===== config.mk =====
export PLATFORM = sky130hd
export DESIGN_NAME = rwsup_top
export DESIGN_NICKNAME = d
export VERILOG_FILES = /design/src/core/rwsup_pkg.sv /design/src/core/rwsup_top.sv
export SDC_FILE = /design/constraint.sdc
export NUM_CORES = 1
export LEC_CHECK = 0
export BUFFER_PORTS_ARGS = -buffer_cell sky130_fd_sc_hd__buf_4
export CORE_ASPECT_RATIO = 0.7
export CORE_MARGIN = 2
export CORE_UTILIZATION = 30
export DETAILED_ROUTE_END_ITERATION = 7
export PLACE_DENSITY = 0.61
export SLEW_MARGIN = 0
export SYNTH_ARGS = -nofsm -noshare
export SYNTH_HDL_FRONTEND = slang
export SYNTH_SLANG_ARGS = --single-unit
export TNS_END_PERCENT = 50

===== constraint.sdc =====
create_clock -name sys_clk -period 3.8 [get_ports sys_clk]
set_input_delay 0.57 -clock sys_clk [delete_from_list [all_inputs] [get_ports sys_clk]]
set_output_delay 0.57 -clock sys_clk [all_outputs]
set_load 0.005 [all_outputs]

===== src/core/rwsup_pkg.sv =====
package rwsup_pkg;

   // System clock rate and power-on delay.
   localparam int unsigned SYS_CLK_HZ = 20_000_000;
   localparam int unsigned POR_DELAY_US = 100;
   localparam int unsigned POR_DELAY_CYC = POR_DELAY_US * (SYS_CLK_HZ / 1_000_000);
   localparam int unsigned POR_CNT_W = 12;
   localparam logic [POR_CNT_W-1:0] POR_LAST = POR_CNT_W'(POR_DELAY_CYC - 1);

   // Watchdog timing in RC oscillator cycles.
   localparam int unsigned WD_CNT_W = 21;
   localparam int unsigned WD_EXP_0 = 12;
   localparam int unsigned WD_EXP_1 = 15;
   localparam int unsigned WD_EXP_2 = 18;
   localparam int unsigned WD_EXP_3 = 21;
   localparam int unsigned WD_GRACE_RC = 512;
   localparam int unsigned WD_RST_RC = 8;
   localparam logic [WD_CNT_W-1:0] WD_GRACE_LAST = WD_CNT_W'(WD_GRACE_RC - 1);
   localparam logic [WD_CNT_W-1:0] WD_RST_LAST = WD_CNT_W'(WD_RST_RC - 1);

   // Least low time of the external reset pin in system clock cycles.
   localparam int unsigned EXT_MIN_SYS = 4;
   localparam logic [2:0] EXT_LAST = 3'(EXT_MIN_SYS - 1);

   // Address where execution starts after any reset.
   localparam logic [15:0] RESET_VECTOR = 16'h8000;

   // Register byte offsets.
   localparam logic [11:0] OFF_WD_CTRL = 12'h000;
   localparam logic [11:0] OFF_WD_RESTART = 12'h004;
   localparam logic [11:0] OFF_WD_STATUS = 12'h008;
   localparam logic [11:0] OFF_SYS_CTRL = 12'h00C;
   localparam logic [11:0] OFF_DEBUG_FLAGS = 12'h010;
   localparam logic [11:0] OFF_RESET_CAUSE = 12'h014;
   localparam logic [11:0] OFF_BO_CTRL = 12'h018;
   localparam logic [11:0] OFF_BO_STATUS = 12'h01C;

   // Field positions.
   localparam int unsigned WDC_EN_BIT = 0;
   localparam int unsigned WDC_SEL_LSB = 1;
   localparam int unsigned WDS_IRQ_BIT = 0;
   localparam int unsigned WDS_GRACE_BIT = 1;
   localparam int unsigned SYSC_RESET_REQ_BIT = 0;
   localparam int unsigned DBG_PORT_EN_BIT = 0;
   localparam int unsigned CAUSE_POR = 0;
   localparam int unsigned CAUSE_WDT = 1;
   localparam int unsigned CAUSE_EXT = 2;
   localparam int unsigned CAUSE_INT = 3;

   // Reset values.
   localparam logic [3:0] CAUSE_RST = 4'h1;
   localparam logic [2:0] BO_RST = 3'h0;

   // APB request and response groups.
   typedef struct packed {
      logic psel;
      logic penable;
      logic pwrite;
      logic [11:0] paddr;
      logic [31:0] pwdata;
   } rwsup_apb_req_t;

   typedef struct packed {
      logic [31:0] prdata;
      logic pready;
      logic pslverr;
   } rwsup_apb_rsp_t;

   // One bit per supply; core supply is bit 0.
   typedef struct packed {
      logic analog_supply;
      logic io_supply;
      logic core_supply;
   } rwsup_bo_t;

endpackage


===== src/core/rwsup_top.sv =====
// The implementer's own choices: the APB slave port and the register offsets.
`timescale 1ns/1ps
// What this block does
// - Interrupt timeout of 2^12/15/18/21 RC cycles.
// - Enabled watchdog expiry raises watchdog interrupt.
// - No restart in 512 RC: reset pin low eight.
// - Watchdog counts RC oscillator cycles, not system clock.
// - Software restarts in time, else controlled restart.
// - Any reset halts core, IO to defaults.
// - After reset release, fetch starts at 8000h.
// - Four sources: power-on, watchdog, pin, internal request.
// - Internal reset needs request bit plus debug enable.
// - Power-up pulls reset pin low, clears registers.
// - Hold power-on delay, then run unless pin low.
// - Readable flag shows the latest reset source.
// - Per-supply brownout monitor alerts the processor.
// - Separate enable bit for each brownout monitor.
module rwsup_top (
   // Clock and reset.
   input wire logic sys_clk,
   input wire logic rst,
   // APB slave.
   input wire rwsup_pkg::rwsup_apb_req_t apb_req,
   output rwsup_pkg::rwsup_apb_rsp_t apb_rsp,
   // Supply and oscillator inputs.
   input wire logic rc_clk_in,
   input wire logic core_supply_ok,
   input wire rwsup_pkg::rwsup_bo_t bo_low,
   // Open-drain reset pin.
   input wire logic reset_pin_in,
   output logic reset_pin_out,
   output logic reset_pin_oe_n,
   // Core control.
   output logic core_reset,
   output logic fetch_start,
   output logic [15:0] fetch_addr,
   // Interrupt requests.
   output logic wdt_irq,
   output logic brownout_irq
);
   import rwsup_pkg::*;

   typedef enum logic [1:0] {WD_COUNT, WD_GRACE, WD_RESET} rwsup_wd_st_t;
   typedef enum logic [1:0] {RS_POR, RS_HOLD, RS_RELEASE, RS_RUN} rwsup_rs_st_t;

   // Terminal count of the selected interrupt timeout.
   function automatic logic [WD_CNT_W-1:0] wd_limit(input logic [1:0] sel);
      logic [WD_CNT_W:0] one;
      one = (WD_CNT_W+1)'(1);
      unique case (sel)
         2'h0: wd_limit = WD_CNT_W'((one << WD_EXP_0) - one);
         2'h1: wd_limit = WD_CNT_W'((one << WD_EXP_1) - one);
         2'h2: wd_limit = WD_CNT_W'((one << WD_EXP_2) - one);
         2'h3: wd_limit = WD_CNT_W'((one << WD_EXP_3) - one);
      endcase
   endfunction

   // True for every implemented register offset.
   function automatic logic is_mapped(input logic [11:0] a);
      is_mapped = (a == OFF_WD_CTRL) || (a == OFF_WD_RESTART) || (a == OFF_WD_STATUS) ||
                  (a == OFF_SYS_CTRL) || (a == OFF_DEBUG_FLAGS) || (a == OFF_RESET_CAUSE) ||
                  (a == OFF_BO_CTRL) || (a == OFF_BO_STATUS);
   endfunction

   logic rc_s1_q, rc_s2_q, rc_s3_q;
   logic pin_s1_q, pin_s2_q;
   logic rc_tick;
   logic wr_acc, rd_setup, restart;
   logic wd_en_q, wd_en_d;
   logic [1:0] wd_sel_q, wd_sel_d;
   logic wdt_flag_q, wdt_flag_d;
   logic reset_req_q, reset_req_d;
   logic dbg_en_q, dbg_en_d;
   logic [3:0] cause_q, cause_d;
   logic [2:0] bo_en_q, bo_en_d;
   logic [2:0] bo_flag_q, bo_flag_d;
   logic [31:0] prdata_q, prdata_d;
   logic slverr_q, slverr_d;
   rwsup_wd_st_t wd_st_q, wd_st_d;
   logic [WD_CNT_W-1:0] wd_cnt_q, wd_cnt_d;
   logic wd_irq_set, wd_drive;
   rwsup_rs_st_t rs_st_q, rs_st_d;
   logic [POR_CNT_W-1:0] por_cnt_q, por_cnt_d;
   logic [2:0] ext_cnt_q, ext_cnt_d;
   logic [3:0] cause_set;
   logic soft_clear, ext_seen;
   logic core_reset_q, core_reset_d;
   logic fetch_start_q, fetch_start_d;
   logic [15:0] fetch_addr_q, fetch_addr_d;

   // Input synchronisers; the second stage feeds the logic, and the RC third stage feeds only the edge detect.
   always_ff @(posedge sys_clk or posedge rst) begin
      if (rst) begin
         rc_s1_q <= 1'b0;
         rc_s2_q <= 1'b0;
         rc_s3_q <= 1'b0;
         pin_s1_q <= 1'b0;
         pin_s2_q <= 1'b0;
      end else begin
         rc_s1_q <= rc_clk_in;
         rc_s2_q <= rc_s1_q;
         rc_s3_q <= rc_s2_q;
         pin_s1_q <= reset_pin_in;
         pin_s2_q <= pin_s1_q;
      end
   end

   // One system-clock tick per rising edge of the RC oscillator.
   assign rc_tick = rc_s2_q & ~rc_s3_q;

   // APB strobes; writes take effect at the access edge.
   assign wr_acc = apb_req.psel & apb_req.penable & apb_req.pwrite;
   assign rd_setup = apb_req.psel & ~apb_req.penable & ~apb_req.pwrite;
   assign restart = wr_acc && (apb_req.paddr == OFF_WD_RESTART);
   assign soft_clear = (rs_st_q == RS_RELEASE);

   // Register file next values, read data capture and sticky flags.
   always_comb begin
      wd_en_d = wd_en_q;
      wd_sel_d = wd_sel_q;
      wdt_flag_d = wdt_flag_q;
      reset_req_d = reset_req_q;
      dbg_en_d = dbg_en_q;
      cause_d = cause_q;
      bo_en_d = bo_en_q;
      bo_flag_d = bo_flag_q;
      prdata_d = prdata_q;
      slverr_d = slverr_q;
      if (wr_acc) begin
         unique case (apb_req.paddr)
            OFF_WD_CTRL: begin
               wd_en_d = apb_req.pwdata[WDC_EN_BIT];
               wd_sel_d = apb_req.pwdata[WDC_SEL_LSB +: 2];
            end
            OFF_WD_STATUS: wdt_flag_d = wdt_flag_q & ~apb_req.pwdata[WDS_IRQ_BIT];
            OFF_SYS_CTRL: reset_req_d = apb_req.pwdata[SYSC_RESET_REQ_BIT] & dbg_en_q;
            OFF_DEBUG_FLAGS: dbg_en_d = apb_req.pwdata[DBG_PORT_EN_BIT];
            OFF_RESET_CAUSE: cause_d = cause_q & ~apb_req.pwdata[3:0];
            OFF_BO_CTRL: bo_en_d = apb_req.pwdata[2:0];
            OFF_BO_STATUS: bo_flag_d = bo_flag_q & ~apb_req.pwdata[2:0];
            default: ;
         endcase
      end
      // Hardware sets win over software clears in the same cycle.
      if (wd_irq_set) begin
         wdt_flag_d = 1'b1;
      end
      bo_flag_d = bo_flag_d | (bo_en_q & bo_low);
      if (cause_set != 4'h0) begin
         cause_d = cause_set;
      end
      if (rs_st_q == RS_HOLD) begin
         reset_req_d = 1'b0;
      end
      if (soft_clear) begin
         wd_en_d = 1'b0;
         wd_sel_d = 2'h0;
         wdt_flag_d = 1'b0;
         reset_req_d = 1'b0;
      end
      if (rd_setup) begin
         slverr_d = ~is_mapped(apb_req.paddr);
         prdata_d = 32'h0000_0000;
         unique case (apb_req.paddr)
            OFF_WD_CTRL: begin
               prdata_d[WDC_EN_BIT] = wd_en_q;
               prdata_d[WDC_SEL_LSB +: 2] = wd_sel_q;
            end
            OFF_WD_STATUS: begin
               prdata_d[WDS_IRQ_BIT] = wdt_flag_q;
               prdata_d[WDS_GRACE_BIT] = (wd_st_q != WD_COUNT);
            end
            OFF_SYS_CTRL: prdata_d[SYSC_RESET_REQ_BIT] = reset_req_q;
            OFF_DEBUG_FLAGS: prdata_d[DBG_PORT_EN_BIT] = dbg_en_q;
            OFF_RESET_CAUSE: prdata_d[3:0] = cause_q;
            OFF_BO_CTRL: prdata_d[2:0] = bo_en_q;
            OFF_BO_STATUS: prdata_d[2:0] = bo_flag_q;
            default: ;
         endcase
      end else if (apb_req.psel & ~apb_req.penable) begin
         slverr_d = ~is_mapped(apb_req.paddr);
      end
   end

   // Register file storage.
   always_ff @(posedge sys_clk or posedge rst) begin
      if (rst) begin
         wd_en_q <= 1'b0;
         wd_sel_q <= 2'h0;
         wdt_flag_q <= 1'b0;
         reset_req_q <= 1'b0;
         dbg_en_q <= 1'b0;
         cause_q <= CAUSE_RST;
         bo_en_q <= BO_RST;
         bo_flag_q <= BO_RST;
         prdata_q <= 32'h0000_0000;
         slverr_q <= 1'b0;
      end else begin
         wd_en_q <= wd_en_d;
         wd_sel_q <= wd_sel_d;
         wdt_flag_q <= wdt_flag_d;
         reset_req_q <= reset_req_d;
         dbg_en_q <= dbg_en_d;
         cause_q <= cause_d;
         bo_en_q <= bo_en_d;
         bo_flag_q <= bo_flag_d;
         prdata_q <= prdata_d;
         slverr_q <= slverr_d;
      end
   end

   // Watchdog: interrupt timeout, grace window, then reset pulse.
   always_comb begin
      wd_st_d = wd_st_q;
      wd_cnt_d = wd_cnt_q;
      wd_irq_set = 1'b0;
      unique case (wd_st_q)
         WD_COUNT: begin
            if (!wd_en_q || restart) begin
               wd_cnt_d = '0;
            end else if (rc_tick) begin
               if (wd_cnt_q == wd_limit(wd_sel_q)) begin
                  wd_cnt_d = '0;
                  wd_st_d = WD_GRACE;
                  wd_irq_set = 1'b1;
               end else begin
                  wd_cnt_d = wd_cnt_q + 1'b1;
               end
            end
         end
         WD_GRACE: begin
            if (!wd_en_q || restart) begin
               wd_cnt_d = '0;
               wd_st_d = WD_COUNT;
            end else if (rc_tick) begin
               if (wd_cnt_q == WD_GRACE_LAST) begin
                  wd_cnt_d = '0;
                  wd_st_d = WD_RESET;
               end else begin
                  wd_cnt_d = wd_cnt_q + 1'b1;
               end
            end
         end
         WD_RESET: begin
            if (rc_tick) begin
               if (wd_cnt_q == WD_RST_LAST) begin
                  wd_cnt_d = '0;
                  wd_st_d = WD_COUNT;
               end else begin
                  wd_cnt_d = wd_cnt_q + 1'b1;
               end
            end
         end
         default: begin
            wd_cnt_d = '0;
            wd_st_d = WD_COUNT;
         end
      endcase
   end

   // Watchdog state storage.
   always_ff @(posedge sys_clk or posedge rst) begin
      if (rst) begin
         wd_st_q <= WD_COUNT;
         wd_cnt_q <= '0;
      end else begin
         wd_st_q <= wd_st_d;
         wd_cnt_q <= wd_cnt_d;
      end
   end

   assign wd_drive = (wd_st_q == WD_RESET);
   assign ext_seen = ~pin_s2_q && (ext_cnt_q == EXT_LAST);

   // Reset sequencer: power-on delay, source capture, pin release, restart.
   always_comb begin
      rs_st_d = rs_st_q;
      por_cnt_d = por_cnt_q;
      ext_cnt_d = '0;
      cause_set = 4'h0;
      fetch_start_d = 1'b0;
      fetch_addr_d = fetch_addr_q;
      unique case (rs_st_q)
         RS_POR: begin
            if (!core_supply_ok) begin
               por_cnt_d = '0;
            end else if (por_cnt_q == POR_LAST) begin
               por_cnt_d = '0;
               rs_st_d = RS_RELEASE;
            end else begin
               por_cnt_d = por_cnt_q + 1'b1;
            end
         end
         RS_RUN: begin
            if (!pin_s2_q && ext_cnt_q != EXT_LAST) begin
               ext_cnt_d = ext_cnt_q + 1'b1;
            end
            if (!core_supply_ok) begin
               rs_st_d = RS_POR;
               cause_set[CAUSE_POR] = 1'b1;
            end else if (wd_drive) begin
               rs_st_d = RS_HOLD;
               cause_set[CAUSE_WDT] = 1'b1;
            end else if (ext_seen) begin
               rs_st_d = RS_HOLD;
               cause_set[CAUSE_EXT] = 1'b1;
            end else if (reset_req_q) begin
               rs_st_d = RS_HOLD;
               cause_set[CAUSE_INT] = 1'b1;
            end
         end
         RS_HOLD: begin
            if (!core_supply_ok) begin
               rs_st_d = RS_POR;
               cause_set[CAUSE_POR] = 1'b1;
            end else if (!wd_drive && pin_s2_q) begin
               rs_st_d = RS_RELEASE;
            end
         end
         RS_RELEASE: begin
            if (!core_supply_ok) begin
               rs_st_d = RS_POR;
               cause_set[CAUSE_POR] = 1'b1;
            end else if (pin_s2_q) begin
               rs_st_d = RS_RUN;
               fetch_start_d = 1'b1;
               fetch_addr_d = RESET_VECTOR;
            end
         end
      endcase
      core_reset_d = (rs_st_d != RS_RUN);
   end

   // Reset sequencer storage.
   always_ff @(posedge sys_clk or posedge rst) begin
      if (rst) begin
         rs_st_q <= RS_POR;
         por_cnt_q <= '0;
         ext_cnt_q <= '0;
         core_reset_q <= 1'b1;
         fetch_start_q <= 1'b0;
         fetch_addr_q <= RESET_VECTOR;
      end else begin
         rs_st_q <= rs_st_d;
         por_cnt_q <= por_cnt_d;
         ext_cnt_q <= ext_cnt_d;
         core_reset_q <= core_reset_d;
         fetch_start_q <= fetch_start_d;
         fetch_addr_q <= fetch_addr_d;
      end
   end

   // Outputs; the pin is open drain, so only its enable moves.
   assign reset_pin_out = 1'b0;
   assign reset_pin_oe_n = ~((rs_st_q == RS_POR) | wd_drive);
   assign core_reset = core_reset_q;
   assign fetch_start = fetch_start_q;
   assign fetch_addr = fetch_addr_q;
   assign wdt_irq = wdt_flag_q;
   assign brownout_irq = |(bo_flag_q & bo_en_q);
   assign apb_rsp = '{prdata: prdata_q, pready: 1'b1, pslverr: slverr_q};

   // Checks on the watchdog path.
   wd_timeout_a: assert property (@(posedge sys_clk) disable iff (rst)
      (wd_st_q == WD_COUNT && wd_en_q && !restart && !soft_clear && rc_tick &&
       wd_cnt_q == wd_limit(wd_sel_q)) |=> (wd_st_q == WD_GRACE && wd_cnt_q == '0))
      else $error("watchdog did not enter grace at timeout");
   wd_irq_a: assert property (@(posedge sys_clk) disable iff (rst)
      (wd_st_q == WD_GRACE && $past(wd_st_q) == WD_COUNT) |-> (wdt_irq || $past(soft_clear)))
      else $error("watchdog interrupt missing after timeout");
   wd_grace_a: assert property (@(posedge sys_clk) disable iff (rst)
      (wd_st_q == WD_GRACE && wd_en_q && !restart && rc_tick && wd_cnt_q == WD_GRACE_LAST)
      |=> (!reset_pin_oe_n && wd_st_q == WD_RESET))
      else $error("reset pin not driven after grace window");
   wd_rcclk_a: assert property (@(posedge sys_clk) disable iff (rst)
      (!rc_tick && (wd_st_q == WD_RESET || (wd_en_q && !restart))) |=> $stable(wd_cnt_q))
      else $error("watchdog counter moved without an RC edge");
   wd_restart_a: assert property (@(posedge sys_clk) disable iff (rst)
      (restart && wd_st_q != WD_RESET) |=> (wd_cnt_q == '0 && wd_st_q == WD_COUNT))
      else $error("restart write did not reload watchdog");
   // Checks on the reset sequencer and the brownout flag.
   rs_halt_a: assert property (@(posedge sys_clk) disable iff (rst)
      (rs_st_q != RS_RUN) |-> (core_reset && !fetch_start))
      else $error("core not held while reset active");
   rs_vector_a: assert property (@(posedge sys_clk) disable iff (rst)
      fetch_start |-> (fetch_addr == RESET_VECTOR && $past(rs_st_q) == RS_RELEASE && !core_reset))
      else $error("restart not at reset vector");
   rs_internal_a: assert property (@(posedge sys_clk) disable iff (rst)
      (rs_st_q == RS_RUN && core_supply_ok && !wd_drive && !ext_seen && reset_req_q)
      |=> (rs_st_q == RS_HOLD && cause_q == 4'h8))
      else $error("internal reset request not taken");
   rs_por_a: assert property (@(posedge sys_clk) disable iff (rst)
      (rs_st_q == RS_POR) |-> (!reset_pin_oe_n && core_reset))
      else $error("pin not pulled low during power-on");
   rs_extpin_a: assert property (@(posedge sys_clk) disable iff (rst)
      (rs_st_q == RS_RUN && core_supply_ok && !wd_drive && !pin_s2_q && ext_cnt_q == EXT_LAST)
      |=> (rs_st_q == RS_HOLD && cause_q[CAUSE_EXT]))
      else $error("external reset not recognized after four lows");
   bo_sticky_a: assert property (@(posedge sys_clk) disable iff (rst)
      (bo_en_q[0] && bo_low.core_supply) |=> (bo_flag_q[0] ##1 (bo_flag_q[0] || $past(wr_acc))))
      else $error("brownout flag not latched");

endmodule


==> results of run 1 <==
[through the flow]
step	util, %	power, uW
after detailed placement	32.3	1200
after CTS	34.6	2130
after global routing	34.7	2220
after floorplan	-	1140
final	34.7	2110
after global placement	32.3	1180
[state kept, by name (all words and copies together) (netlist names), 3 cells and up]
signal / cells
bo_en_q: 3
bo_flag_q: 3
cause_q: 4
ext_cnt_q: 3
por_cnt_q: 12
prdata_q: 4
wd_cnt_q: 21
[cell usage after synthesis (all sizes together) (3+ instances only)]
master | instances | area share, %
a22o | 5 | 1.0
a31oi | 6 | 1.3
nor2 | 40 | 3.6
clkbuf | 12 | 1.1
a211oi | 3 | 0.54
buf | 50 | 9.2
and3 | 14 | 2.3
mux2i | 5 | 1.2
nor4 | 8 | 1.2
a21oi | 17 | 2.0
dfrtp | 66 | 40
nand2b | 8 | 1.2
o41ai | 5 | 1.0
nand3 | 15 | 1.8
nor2b | 4 | 0.60
and2 | 6 | 0.99
mux2 | 5 | 1.3
xor2 | 7 | 1.5
inv | 15 | 1.3
or4 | 3 | 0.54
a31o | 3 | 0.63
nor3 | 12 | 1.9
or3 | 3 | 0.45
a21o | 3 | 0.54
o31ai | 7 | 1.3
nand2 | 48 | 4.4
o21ai | 33 | 4.0
ha | 8 | 2.4
nand4 | 17 | 2.5
[final timing paths]
| check | start | to | slack, ps | cells past startpoint |
|---|---|---|---|---|
| setup / recovery | rs_st_q[0] | reset_pin_oe_n | 1340 | 4 |
| setup reg to reg | wd_cnt_q[0] | wd_cnt_q[5] | 1360 | 7 |
| hold / removal | rc_clk_in | rc_s1_q | 330 | 1 |
| min in group asynchronous | rst | pin_s1_q | 500 | 2 |
| hold reg to reg | rc_s1_q | rc_s2_q | 350 | 0 |
| max in group asynchronous | rst | cause_q[0] | 2450 | 3 |
[worst max-delay path, stage by stage (launching register included)]
cell     delay, ps
dfrtp_1        420
inv_1          120
ha_1           710
nor2_1         120
buf_4          170
[layout make-up]
type	count	area, um2	share of cell area, %
Inverter	15	56.3	1.18
Multi-Input combinational cell	363	2150	45.1
Tap cell	190	238	4.99
Sequential cell	68	1700	35.8
Timing Repair Buffer	39	293	6.14
Clock inverter	6	86.3	1.81
Clock buffer	10	239	5.02
[logic make-up after synthesis]
group                      share of synthesized area, %
and+or+nand+nor                                    23.8
other                                             0.180
adders and majority gates                          2.40
xor gates and xnor gates                           1.89
muxes                                              3.09
buffers and inverters                              11.6
DFF                                                40.8
AOI/OAI and AO/OA                                  16.1
[metal layers]
metal  track usage (%)  share of wire (%)  vias up
met4              6.02                2.7        0
met3              3.63                6.0       18
met2              19.4                 41      111
li1                  -                  -     1643
met1              20.5                 50     1643
met5                 0                  0        -
[report_power, final]
| group | internal [uW] | leakage, uW | switching, uW |
|---|---|---|---|
| registers | 770 | 0.000919 | 45.5 |
| clock network | 592 | 0.000159 | 324 |
| logic | 127 | 0.00107 | 254 |
| total | 1490 | 0.00215 | 623 |
==> summary.txt, run 1 <==
EDFF count, synth: 0
Fraction of layout cells with a size suffix above 1: 17.6%
Most common cell after layout, fill and taps aside: dfrtp_1
FFs w/ async S/R, synth: 100%
Placed Area: 0.00443 mm2
Pleak: 0.00215 uW
Fill count: 1408
Worst setup margin: 1340 ps
First-pass GRT wire length: 16500 um
RSZ-0062 raised after global routing: false
Hold_ws: 335 ps
Vias in the first global route: 3132
Nets: 559
TritonCTS clock tree: yes
Non-Filler Instances: 691
Mapped Cells: 464
Worst Setup End Kind: primary output
CP max FO: 25
Worst min path class: input pin to flip-flop
Commonest cells after routing, fill and taps aside: 66 x dfrtp_1, 47 x nand2_1, 46 x conb_1
H-tree levels: 3
Grt total ovfl: 0
Final setup TNS: 0 ps
HPWL Detailed: 7320 um
Status: finished clean
# setup viols final: 0
Clock latency on the worst-skew pair: 340 ps
Critical Path Start Type: flip-flop
VDD IR max: 232 uV
Crit path kind: flip-flop to primary output
Number of synthesized register bits: 68
Core area: 0.0137 mm2
IO Port Bufs: 36
Syn_area_per_cell: 8.99 um2
Hold Vio Cnt, Final: 0
Initial Utilization: 30.4%
TritonCTS Buffers: 9
Post-Syn Area: 0.00417 mm2
Fmax: 406 MHz
Post-cts sizing count: 0
Rows: 36
Crit path required time: 3230 ps
Clock root buffer: clkbuf_16
P per Cell Area: 443 mW/mm2
ANT cells: 0
Residual DRC count: 0
Slew Viols, Final: 0
Worst clock skew: 6.56 ps
Placer Congestion: 0.814
Initial antenna violation count: 0
Die Ht: 103 um
Pre-CTS setup slack: 985 ps
Setup Fix Bufs, Post-CTS: 0
WL per Instance: 14.6 um
Area growth from synthesis to layout: 14.2%
Final wirelength: 10100 um
Max transition margin: 30.7%
Library cells used by synthesis: 64
Design Area, Final: 0.00476 mm2
Vias per cell: 4.94
Die X: 145 um
Die ar.: 0.0149 mm2
Inst Count DP: 674
Largest net degree at the start of global routing: 49
Worst-Margin Slew: 1040 ps
Vias: 3415
ANT nets after route: 0
CP arrival: 1890 ps
Total track usage: 14.0%
Number of DRC markers in iteration 0: 282
Max-cap viol count: 0
Seq/Total Area, Yosys: 40.8%
CTS Buffer Depth: 2
Clock transition at path regs: 60 ps
Main synth FF type: dfrtp_1
CTS sink count: 68
CTS Hold Bufs: 0
Tcrit/Tclk final: 64.8%
Yosys warns: 0
First-pass iteration count of the detailed router: 5
Top Ports: 111
Period minus WS final: 2460 ps
Power figures use the tool's default switching activity.
==> run 2, diff against run 1 <==
--- a/config.mk
+++ b/config.mk
@@ -10,7 +10,7 @@
 export CORE_MARGIN = 2
 export CORE_UTILIZATION = 30
 export DETAILED_ROUTE_END_ITERATION = 7
-export PLACE_DENSITY = 0.61
+export PLACE_DENSITY = 0.63
 export SLEW_MARGIN = 0
 export SYNTH_ARGS = -nofsm -noshare
 export SYNTH_HDL_FRONTEND = slang
==> constraint.sdc (replaced) <==
create_clock -name sys_clk -period 2.07 [get_ports sys_clk]
set_input_delay 0.3105 -clock sys_clk [delete_from_list [all_inputs] [get_ports sys_clk]]
set_output_delay 0.3105 -clock sys_clk [all_outputs]
set_load 0.005 [all_outputs]
==> summary.txt, run 2 (same netlist as run 1, synthesis figures left out) <==
Crit path required time: 2290 ps (was 3230 ps)
TritonCTS Buffers: 9 (unchanged)
CP max stage delay: 410 ps (was 710 ps)
Top sig layer: met4 (unchanged)
Placer Congestion: 0.878 (was 0.814)
Nets: 605 (was 559)
Fill count: 1404 (was 1408)
Worst Setup End Kind: flip-flop (was primary output)
Slew Viols, Final: 0 (unchanged)
Largest net degree at the start of global routing: 48 (was 49)
# setup viols final: 14 (was 0)
Top reg by flops: wd_cnt_q (unchanged)
Initial Utilization: 30.4% (unchanged)
Crit-path leading delay family: compound AO/OA/AOI/OAI gates (was adder cells)
Placed Area: 0.00479 mm2 (was 0.00443 mm2)
Pre-CTS setup slack: -166 ps (was 985 ps)
CTS sink count: 68 (unchanged)
Metal1 wirelength: 5230 um (was 5090 um)
Pleak: 0.00238 uW (was 0.00215 uW)
Die Ht: 103 um (unchanged)
Largest registers: wd_cnt_q: 21 flops, por_cnt_q: 12 flops (unchanged)
Grt total ovfl: 0 (unchanged)
Design Area, Final: 0.00522 mm2 (was 0.00476 mm2)
Worst clock skew: 7.18 ps (was 6.56 ps)
Most common cell after layout, fill and taps aside: buf_4 (was dfrtp_1)
Vias in the first global route: 3457 (was 3132)
First-pass GRT wire length: 17300 um (was 16500 um)
Clock root buffer: clkbuf_16 (unchanged)
Worst-Margin Slew: 671 ps (was 1040 ps)
Failing checks: setup timing
Hold_ws: 3.91 ps (was 335 ps)
Storage element area: 0.00171 mm2 (was 0.00170 mm2)
Core area: 0.0137 mm2 (unchanged)
Critical path startpoint: wd_cnt_q[20] (was rs_st_q[0])
Status: finished, violations left (was finished clean)
Hold Vio Cnt, Final: 0 (unchanged)
Max-cap viol count: 0 (unchanged)
Non-Filler Instances: 737 (was 691)
H-tree levels: 3 (unchanged)
Critical path buffers and inverters: 1 (was 2)
CP max FO: 6 (was 25)
Tcrit/Tclk final: 101%
R2R Path Start: wd_cnt_q[20] (was wd_cnt_q[0])
Vias: 3626 (was 3415)
Rows: 36 (unchanged)
VDD IR max: 326 uV (was 232 uV)
Number of DRC markers in iteration 0: 244 (was 282)
Total track usage: 14.6% (was 14.0%)
Final wirelength: 10800 um (was 10100 um)
P per Cell Area: 765 mW/mm2 (was 443 mW/mm2)
Max transition margin: 54.9% (was 30.7%)
Clock latency on the worst-skew pair: 340 ps (about the same)
Critical Path Start Type: flip-flop (unchanged)
Die X: 145 um (unchanged)
Routed wl met3: 686 um (was 603 um)
Area growth from synthesis to layout: 25.0% (was 14.2%)
Multi-input gate area: 0.00227 mm2 (was 0.00215 mm2)
Crit-path cells: nor4_4, a31oi_1, a2111o_1, a31oi_4, buf_6, nor4b_4, a21o_1 (was inv_1, ha_1, nor2_1, buf_4)
Vias per cell: 4.92 (was 4.94)
ANT cells: 0 (unchanged)
ANT nets after route: 0 (unchanged)
HPWL Detailed: 7920 um (was 7320 um)
Fmax: 477 MHz
Clock transition at path regs: 60 ps (about the same)
Max reg flops: 21 (unchanged)
Met2 wire len: 4600 um (was 4130 um)
Commonest cells after routing, fill and taps aside: 79 x buf_4, 65 x dfrtp_1, 47 x nand2_1 (was 66 x dfrtp_1, 47 x nand2_1, 46 x conb_1)
Worst setup margin: -27.6 ps (was 1340 ps)
Residual DRC count: 0 (unchanged)
First-pass iteration count of the detailed router: 5 (unchanged)
Die ar.: 0.0149 mm2 (unchanged)
CP arrival: 2320 ps (was 1890 ps)
IO Port Bufs: 36 (unchanged)
Worst path slowest cell: dfrtp_1 (was ha_1)
WL per Instance: 14.6 um (about the same)
Fraction of layout cells with a size suffix above 1: 27.8% (was 17.6%)
TritonCTS clock tree: yes (unchanged)
Inst Count DP: 719 (was 674)
Worst min path class: input pin to async pin (was input pin to flip-flop)
Top Ports: 111 (unchanged)
Initial antenna violation count: 0 (unchanged)
Crit path kind: flip-flop to flip-flop (was flip-flop to primary output)
CTS Buffer Depth: 2 (unchanged)
Period minus WS final: 2100 ps
RSZ-0062 raised after global routing: true (was false)
-- run 2: cell count changes in the layout (fill, tap and decap cells not counted), moves of 3 or more --
cell / delta
nor2_2: +5
buf_4: +41
buf_6: +3
nor4_2: +3
nor4_1: -4
nor2_1: -6
o21ai_0: -3
-- run 2: repair_timing --
item | 4_1_cts | 5_1_grt
setup endpoints to repair | 21 | 29
resized for setup | 7 | 25
pin swaps | 3 | 18
buffers inserted | 1 | 0
gates cloned | 1 | 0
hold buffers | 0 | 0
-- run 2: cell type report --
cell class,count,area share [%]
clock buffer,11,4.65
clock inverter,5,0.720
inverter,15,1.08
multi-input combinational,364,43.5
sequential,68,32.7
tap,190,4.56
timing repair buffer,84,12.8
-- run 2: final timing paths --
path                               end  slack [ps]  cells past startpoint
min reg2reg                    rc_s2_q         350                      0
max in group asynchronous   cause_q[0]        1380                      3
min                           pin_s1_q           4                      2
max                        wd_cnt_q[9]         -30                      7
max reg2reg                wd_cnt_q[9]         -30                      7
min in group sys_clk          pin_s1_q          80                      1
-- run 2: per-layer routing --
| metal | up-vias | global-route usage, % |
|---|---|---|
| li1 | 1742 | - |
| met1 | 1730 | 20.8 |
| met2 | 133 | 21.8 |
| met3 | 21 | 3.10 |
| met4 | 0 | 6.25 |
| met5 | - | 0 |
-- run 2: worst register-to-register path, stage by stage, from the launching register on --
cell and delay, ps:
dfrtp_1 410, nor4_4 340, a31oi_1 140, a2111o_1 400, a31oi_4 320, buf_6 170, nor4b_4 40, a21o_1 150
-- run 2: power breakdown --
group	switching, uW	internal (uW)
logic	614	456
registers	68.4	1410
clock network	594	845
total	1280	2710
-- run 2: stage by stage --
| stage | setup TNS (ps) | utilization (%) | total power [uW] |
|---|---|---|---|
| 6_report | -135 | 38.0 | 3990 |
| 4_1_cts | 0 | 37.3 | 3910 |
| 3_3_place_gp | -2010 | 34.9 | 2380 |
| 3_5_place_dp | -2510 | 34.9 | 2410 |
| 5_1_grt | -1680 | 38.0 | 4210 |
| 2_1_floorplan | 0 | - | 2100 |
